## src/hw/epf_consts.svh

```systemverilog
// constants for the eavesdrop port filter
// assumes byte-wide receive stream, destination address first after sfd
`ifndef EPF_CONSTS_SVH
`define EPF_CONSTS_SVH
`define EPF_DA_BYTES    6
`define EPF_CNT_W       3
`define EPF_ADDR_W      48
`define EPF_DISRUPT     8'h55
`define EPF_BCAST_ADDR  48'hFFFF_FFFF_FFFF
`define EPF_MCAST_BIT   40
`endif

```

## src/hw/epf_pkg.sv

```systemverilog
// types for the eavesdrop port filter
// assumes epf_consts.svh is on the include path
package epf_pkg;
    typedef enum logic [5:0] {
        S_IDLE    = 6'h01,
        S_COLLECT = 6'h02,
        S_SHARE   = 6'h04,
        S_DECIDE  = 6'h08,
        S_PASS    = 6'h10,
        S_FLUSH   = 6'h20
    } epf_state_t;
endpackage

```

## src/hw/epf_filter.sv

```systemverilog
// eavesdrop protection filter for every transmit port of a repeater
// assumes one byte strobe at most every third clock, config held per packet
//
// What this block does
// - with protection on, only matching ports and the exemptions below pass.
// - insecure ports send alternating one-zero bits instead of content.
// - a port matches if destination equals its last or preferred source.
// - a per-port mask exempts that port from disruption.
// - a per-port multicast mask keeps multicast packets undisturbed.
// - broadcast destinations pass unaltered on every port.
// - per-port option passes non-matching packets if nobody matches.
// - repeater-wide match merges local matches with expansion bus peers.
`include "epf_consts.svh"
`timescale 1ns/1ps
`default_nettype none

module epf_filter
    import epf_pkg::*;
#(
    parameter int N_PORTS = 5
)
(
    input  wire logic                        REF_CLK,
    input  wire logic                        RESET,
    input  wire logic                        RX_SOF,
    input  wire logic                        RX_VALID,
    input  wire logic [7:0]                  RX_DATA,
    input  wire logic                        RX_END,
    input  wire logic                        PROT_EN,
    input  wire logic [N_PORTS-1:0]          PORT_MASK,
    input  wire logic [N_PORTS-1:0]          MCAST_MASK,
    input  wire logic [N_PORTS-1:0]          PASS_NOMATCH,
    input  wire logic [N_PORTS*48-1:0]       LAST_SA,
    input  wire logic [N_PORTS*48-1:0]       PREF_SA,
    input  wire logic                        EXP_MATCH_IN,
    output logic                             EXP_MATCH_OUT,
    output logic                             TX_VALID,
    output logic [N_PORTS*8-1:0]             TX_DATA,
    output logic                             TX_END
);

    localparam int NB = `EPF_DA_BYTES;
    localparam int AW = `EPF_ADDR_W;

    // ==========================================================
    // state
    epf_state_t                  st_q, st_d;
    logic [`EPF_CNT_W-1:0]       fill_q, fill_d;
    logic [7:0]                  dly_q [NB];
    logic [7:0]                  dly_d [NB];
    logic [`EPF_ADDR_W-1:0]      da_q, da_d;
    logic                        xo_q, xo_d;
    logic [N_PORTS-1:0]          scr_q, scr_d;
    logic                        tv_q, tv_d;
    logic                        te_q, te_d;
    logic [N_PORTS*8-1:0]        td_q, td_d;
    logic [N_PORTS-1:0]          match;
    logic [N_PORTS-1:0]          pass;
    logic [N_PORTS-1:0]          ok_data;
    logic                        any_match;
    logic                        is_bcast;
    logic                        is_mcast;

    // ==========================================================
    // per-port decision
    assign is_bcast  = (da_q == `EPF_BCAST_ADDR);
    assign is_mcast  = da_q[`EPF_MCAST_BIT];
    assign any_match = (|match) | EXP_MATCH_IN;

    genvar gi;
    generate
        for (gi = 0; gi < N_PORTS; gi++)
        begin : g_port
            assign match[gi] = (da_q == LAST_SA[gi*AW +: AW]) ||
                               (da_q == PREF_SA[gi*AW +: AW]);
            assign pass[gi] = !PROT_EN
                || is_bcast
                || PORT_MASK[gi]
                || (is_mcast && MCAST_MASK[gi])
                || match[gi]
                || (PASS_NOMATCH[gi] && !any_match);
            assign ok_data[gi] = !scr_q[gi] ||
                                 (td_q[gi*8 +: 8] == `EPF_DISRUPT);
        end
    endgenerate

    // ==========================================================
    // sequencing and delay line
    always_comb
    begin
        logic       push;
        logic [7:0] byte_out;
        push     = 1'b0;
        byte_out = 8'h00;
        st_d     = st_q;
        fill_d   = fill_q;
        dly_d    = dly_q;
        da_d     = da_q;
        xo_d     = xo_q;
        scr_d    = scr_q;
        tv_d     = 1'b0;
        te_d     = 1'b0;
        case (st_q)
            S_IDLE:
            begin
                if (RX_SOF && RX_VALID)
                begin
                    push   = 1'b1;
                    fill_d = `EPF_CNT_W'(1);
                    scr_d  = '0;
                    xo_d   = 1'b0;
                    st_d   = S_COLLECT;
                end
            end
            S_COLLECT:
            begin
                // runt without full address is flushed unaltered
                if (RX_END)
                    st_d = S_FLUSH;
                else if (RX_VALID)
                begin
                    push   = 1'b1;
                    fill_d = fill_q + `EPF_CNT_W'(1);
                    if (fill_q == `EPF_CNT_W'(NB - 1))
                        st_d = S_SHARE;
                end
            end
            S_SHARE:
            begin
                xo_d = |match;
                st_d = S_DECIDE;
            end
            S_DECIDE:
            begin
                // peers drive their match in the same cycle as ours
                scr_d = ~pass;
                st_d  = S_PASS;
            end
            S_PASS:
            begin
                if (RX_END)
                    st_d = S_FLUSH;
                else if (RX_VALID)
                begin
                    push     = 1'b1;
                    tv_d     = 1'b1;
                    byte_out = dly_q[NB-1];
                end
            end
            S_FLUSH:
            begin
                if (fill_q == '0)
                begin
                    te_d = 1'b1;
                    xo_d = 1'b0;
                    st_d = S_IDLE;
                end
                else
                begin
                    tv_d     = 1'b1;
                    byte_out = dly_q[fill_q - `EPF_CNT_W'(1)];
                    fill_d   = fill_q - `EPF_CNT_W'(1);
                end
            end
            default:
                st_d = S_IDLE;
        endcase
        if (push)
        begin
            da_d     = {da_q[`EPF_ADDR_W-9:0], RX_DATA};
            dly_d[0] = RX_DATA;
            for (int k = 1; k < NB; k++)
                dly_d[k] = dly_q[k-1];
        end
        // the six destination bytes are held back, so disruption covers every byte
        for (int p = 0; p < N_PORTS; p++)
            td_d[p*8 +: 8] = scr_q[p] ? `EPF_DISRUPT : byte_out;
    end

    always_ff @(posedge REF_CLK)
    begin
        if (RESET)
        begin
            st_q   <= S_IDLE;
            fill_q <= '0;
            da_q   <= '0;
            xo_q   <= 1'b0;
            scr_q  <= '0;
            tv_q   <= 1'b0;
            te_q   <= 1'b0;
            td_q   <= '0;
            for (int k = 0; k < NB; k++)
                dly_q[k] <= 8'h00;
        end
        else
        begin
            st_q   <= st_d;
            fill_q <= fill_d;
            da_q   <= da_d;
            xo_q   <= xo_d;
            scr_q  <= scr_d;
            tv_q   <= tv_d;
            te_q   <= te_d;
            td_q   <= td_d;
            dly_q  <= dly_d;
        end
    end

    assign EXP_MATCH_OUT = xo_q;
    assign TX_VALID      = tv_q;
    assign TX_DATA       = td_q;
    assign TX_END        = te_q;
endmodule

`default_nettype wire

```

## config.mk

```make
export PLATFORM = sky130hd
export DESIGN_NAME = epf_filter
export DESIGN_NICKNAME = d
export VERILOG_FILES = /design/src/hw/epf_pkg.sv /design/src/hw/epf_filter.sv
export VERILOG_INCLUDE_DIRS = /design/src /design/src/hw
export SDC_FILE = /design/constraint.sdc
export NUM_CORES = 1
export LEC_CHECK = 0
export BUFFER_PORTS_ARGS = -buffer_cell sky130_fd_sc_hd__clkbuf_2
export CORE_AREA = 2 2 216 218
export DETAILED_ROUTE_END_ITERATION = 12
export DIE_AREA = 0 0 218 220
export HOLD_SLACK_MARGIN = 0.02
export PLACE_DENSITY = 0.55
export SETUP_SLACK_MARGIN = 0.4
export SYNTH_ARGS = -nofsm -noshare
export SYNTH_HDL_FRONTEND = slang
export SYNTH_SLANG_ARGS = --single-unit
```

## constraint.sdc

```tcl
create_clock -name REF_CLK -period 8.4 [get_ports REF_CLK]
set_clock_uncertainty 0.2 [all_clocks]
set_input_delay 0.42 -clock REF_CLK [delete_from_list [all_inputs] [get_ports REF_CLK]]
set_output_delay 0.42 -clock REF_CLK [all_outputs]
set_load 0.05 [all_outputs]
```

# After elaboration in Yosys (flattened, before gate mapping)
# Index checks and enable logic that the tools add are counted.
dict set report classes {
  addsub 2
  order_cmp 1
  eq_ne 26
  mux 36
  n_bitwise 4
  n_reduce_logical 55
}
# op count
set op_table {}
lappend op_table {{$eq 48x48->1} 10}
lappend op_table {{$eq 48x48->1 const B} 1}
lappend op_table {{$mux 8} 5}
lappend op_table {{$mux 6} 6}
lappend op_table {{$pmux 6 s6} 1}
lappend op_table {{$mux 7} 5}
lappend op_table {{$logic_or 1x1->1} 26}
lappend op_table {{$bmux 8 s3} 1}
lappend op_table {{$pmux 8 s2} 1}
lappend op_table {{$reduce_or 2->1} 7}
lappend op_table {{$mux 3} 4}
lappend op_table {{$ne 2x2->1 const B} 6}
lappend op_table {{$logic_and 1x1->1} 11}
lappend op_table {{$pmux 5 s2} 1}
lappend op_table {{$reduce_and 5->1} 2}
lappend op_table {{$pmux 3 s3} 1}
lappend op_table {{$mux 1} 7}
lappend op_table {{$eq 6x1->1 const B} 1}
lappend op_table {{$eq 6x2->1 const B} 1}
lappend op_table {{$eq 6x3->1 const B} 1}
lappend op_table {{$eq 6x4->1 const B} 1}
lappend op_table {{$eq 6x5->1 const B} 1}
lappend op_table {{$eq 6x6->1 const B} 1}
lappend op_table {{$ne 3x3->1 const B} 2}
lappend op_table {{18 further kinds} 21}
dict set report word_totals {
  reg_bits 153
  in_bits 510
  out_inout_bits 43
  elab_cells 143
}

# Longest topological paths before layout
dict set report logic_depth {
  ltp_word 9
  mapped_depth 11
  depth_no_buf 9
}

# Worst setup path after synthesis
# Ideal clock, no wire load.
dict set report synth_path {
  path_kind {reg2reg}
  from {register fill_q[0]}
  to {register td_q[15] (netlist: TX_DATA[15])}
  setup_ns 0.130
  arrival_time_ns 2.585
  required_ns 8.070
  setup_slack_ns 5.485
  path_stages_with_launch 12
  path_buffers 4
  period_less_slack_ns 2.915
  cell_sequence {dfxtp_1 > buf_2 > buf_2 > inv_1 > ha_1 > buf_2 > clkbuf_1 > mux4_2 > a22oi_1 > nor2_1 > a21oi_1 > nor3_1}
}
dict set report synth_via {
  elab_chain_len 7
  elab_cells_between_ends 8
  classes_between {add/sub: 1; mux: 5; bitwise: 1; reduce/logical: 1}
}
# element line_no
set synth_rtl {}
lappend synth_rtl {{from (decl)} epf_filter.sv:48} ;# logic [`EPF_CNT_W-1:0] fill_q, fill_d;
lappend synth_rtl {{from (signal assigned)} epf_filter.sv:198} ;# fill_q <= fill_d;
lappend synth_rtl {{$sub 3x1->3} epf_filter.sv:161} ;# byte_out = dly_q[fill_q - `EPF_CNT_W'(1)];
lappend synth_rtl {{$not 3->4} epf_filter.sv:161}
lappend synth_rtl {{$bmux 8 s3} epf_filter.sv:161}
lappend synth_rtl {{$mux 8 (2 in a row)} epf_filter.sv:161}
lappend synth_rtl {{$mux 8 *} epf_filter.sv:152} ;# if (fill_q == '0)
lappend synth_rtl {{$pmux 8 s2 *} epf_filter.sv:103} ;# case (st_q)
lappend synth_rtl {{to (signal assigned)} epf_filter.sv:204} ;# td_q <= td_d;
lappend synth_rtl {{to (decl)} epf_filter.sv:56} ;# logic [N_PORTS*8-1:0] td_q, td_d;
# Every way passes the cells marked *; elsewhere a longest branch is shown, timed or not. The select of a mux whose other input is x is not followed.
# A chain may end at the register's enable or synchronous reset.

==> impl_metrics.csv <==
group,metric,value,unit
status,status,"finished, final reports clean",
layout,nFillCells,5014,
global_routing,grt_pass1_wl,88900,um
clocking,cts_setup_buffers,0,
clocking,clkLatencyLatePin,0.38,ns
placement,placed_cell_area,13300,um2
placement,place_congestion,0.953,
setup_path,startpoint_type,"flip-flop",
setup_path,crit_buf_inv,0,
timing,drv_slew,0,
yosys,synth_cell_types,51,
layout,final-seq-area,2100,um2
clocking,tritoncts,"yes",
setup_path,path_depth,7,
yosys,ys_warn_count,0,
global_routing,grt_max_degree,103,
power,p_per_area,116,nW/um2
setup_path,worstPathRequired,8.48,ns
global_routing,first_global_vias,11734,
detailed_routing,drt_iter0_markers,1023,
clocking,path_clk_slew,0.09,ns
clocking,ctsHoldBuffers,0,
layout,nets,2233,
die,die_h,220,um
clocking,clk_path_buf_depth,2,
detailed_routing,drt_wl_total,65700,um
global_routing,antenna_found_initial,4,
power,p_int,0.976,mW
yosys,synth.area.top_cells,"dfxtp_1, xnor2_1, xor2_1",
power,vdd_drop_max,0.000106,V
setup_path,path_delay_family,"simple AND/OR/NAND/NOR gates",
yosys,yosysSeqAreaShare,19.9,%
yosys,async_flop_share,0,%
clocking,cts_made_buffers,9,
detailed_routing,wl_per_cell,28.2,um
power,combPwrFrac,36.2,%
clocking,post_cts_resized,0,
clocking,clkSinkCount,105,
die,rows,79,
detailed_routing,first_pass_iters,5,
timing,worstMarginPinSlew,1.19,ns
yosys,ys.flop_type,"dfxtp_1",
detailed_routing,viasPerCell,4.83,
yosys,syn-num-nets,1741,
yosys,ys_ff_latch,105,
yosys,netlist_area,10600,um2
clocking,cts-root-buf,"clkbuf_16",
timing,fin_crit_sh,45.1,%
setup_path,crit_path_end_kind,"flip-flop",
yosys,synth_top_area_cell,"dfxtp_1",
hold_path,holdCritPathClass,"in2reg",
hold_path,whs_path_depth,3,
timing,finalHoldViolations,0,
global_routing,overflow,0,
setup_path,critPathArrivalTime,3.86,ns
timing,min_period,3.79,ns
timing,finalSetupTns,0,ns
yosys,postSynthCellCount,1227,
power,switching_share,38.0,%
global_routing,grtUsageTotal,26.7,%
layout,syn_to_final_growth,28.6,%
timing,setup_viol,0,
yosys,synth.avg_cell_area,8.63,um2
yosys,synth_edf_count,0,
setup_path,cp_cell_sequence,"xor2_1 > nor4_1 > nand4_1 > nor3_1 > a31oi_1 > and4_4 > a221oi_1",
layout,fin_area,13600,um2
timing,rsz0062_at_grt,"false",
setup_path,max_stage_delay,0.83,ns
timing,max_freq,0.264,GHz
placement,dp_hpwl,50800,um
yosys,yosysTopAreaCellShare,19.9,%
flow_run,drv_cap,0,
power,switchingPower,0.597,mW
detailed_routing,ant_nets,0,
setup_path,worstSetupPathType,"reg2reg",
layout,drive_gt1_share,37.4,%
die,die_width,218,um
setup_path,crit_fanout,7,
setup_path,rr_worst_depth,7,
die,io_pins,553,
power,leakagePower,6.08,nW
die,die_area,48000,um2
die,start_util,23.1,%
detailed_routing,via_count,11252,
setup_path,crit_path_top_delay_cell,"nor4_1",
die,core,45900,um2
timing,maxSlewHeadroom,19.8,%
layout,multiInputGateArea,7220,um2
power,p_seq_share,34.8,%
power,p_clk_share,29.0,%
detailed_routing,drc,0,
placement,portBuffers,552,
clocking,htreeDepth,3,
-- stage by stage --
stage	total power, mW	std cells	utilization, %	setup WS (ns)	hold slack [ns]
2_1_floorplan	0.875	1227	-	5.48	0.277
3_3_place_gp	1.12	2315	29.0	4.67	0.245
3_5_place_dp	1.12	2315	29.0	4.56	0.251
4_1_cts	1.58	2331	29.7	4.52	0.0609
5_1_grt	1.65	2332	29.7	4.26	0.0971
6_report	1.57	2332	29.7	4.61	0.0710
-- registers in the layout (all words and copies together) (netlist names) --
signal	cells
scr_q	5
TX_END	1
TX_VALID	1
EXP_MATCH_OUT	1
dly_q	43
fill_q	3
da_q	5
TX_DATA	40
st_q	6
-- layout make-up --
type                            count  area share, %
Tap cell                          607           5.58
Multi-Input combinational cell    985           53.0
Clock buffer                        9           1.65
Sequential cell                   105           15.4
Timing Repair Buffer              605           23.2
Antenna cell                        1         0.0184
Inverter                           13          0.359
Clock inverter                      7          0.689
-- cells in the final DEF, fill, tap and decap left out, types with 9 or more instances in the layout --
cell       synthesis  routed
dfxtp_1          105     105
clkbuf_16          0       9
nor2_1            27      27
nand4_1           87      87
xor2_1           240     240
buf_4              0      54
nand2_1          106     106
mux2i_1            9       9
nor3_1            26      26
xnor2_1          240     240
inv_1             13      13
nor4_1            75      75
clkbuf_2           0     551
a22oi_1           12      12
a21oi_1           86      86
-- power by group through the flow --
stage	combinational (mW)	clock [mW]	sequential, mW
2_1_floorplan	0.347	0	0.529
3_3_place_gp	0.563	0	0.557
3_5_place_dp	0.564	0	0.558
4_1_cts	0.568	0.466	0.546
5_1_grt	0.614	0.486	0.550
6_report	0.570	0.456	0.547
-- logic make-up (layout without fill, tap and decap cells) --
logic type               Yosys count  count (layout)  share of synthesized area (%)
XOR/XNOR                         481             481                           39.9
AND/OR/NAND/NOR                  357             357                           18.2
buffers and inverters            137             634                           12.0
AO/OA/AOI/OAI                    125             125                           6.94
flip-flops                       105             105                           19.9
multiplexers                      18              18                           2.66
adder cells (fa/ha/maj)            4               4                          0.473
other                              0               1                              0
-- routing by layer --
layer	track usage (%)	vias to the layer above	routed length, um
li1	-	5130	-
met1	34.2	5455	27500
met2	46.7	590	32300
met3	4.44	73	4630
met4	6.08	4	1310
met5	0	-	29
-- worst reg2reg max path: stages (launching register included) --
cell and delay [ns]:
dfxtp_1 0.77, xor2_1 0.16, nor4_1 0.83, nand4_1 0.24, nor3_1 0.78, a31oi_1 0.17
and4_4 0.27, a221oi_1 0.27
-- cell usage after synthesis, types with 6 or more instances --
cell	n
nor4_2	6
a31oi_1	6
xnor2_1	240
nor2_1	27
dfxtp_1	105
xor2_1	240
mux2i_1	9
nand2_1	106
buf_2	15
nor3_1	26
clkbuf_1	16
a21oi_1	86
nor4_1	75
mux4_2	8
nand3b_1	6
a22oi_1	12
nand4_1	87
inv_1	13
buf_6	89
-- path summary, 6_finish.rpt --
kind         slack, ns              startpoint                          to
min reg2reg       0.26  dly_q[30]$_SDFFE_PP0P_      dly_q[30]$_SDFFE_PP0P_
min               0.07              RX_DATA[7]        da_q[7]$_SDFFE_PP0P_
max               4.61   dly_q[0]$_SDFFE_PP0P_  EXP_MATCH_OUT$_SDFFE_PP0P_
max reg2reg       4.61   dly_q[0]$_SDFFE_PP0P_  EXP_MATCH_OUT$_SDFFE_PP0P_
Note: power is estimated with default switching activity, not from simulation.
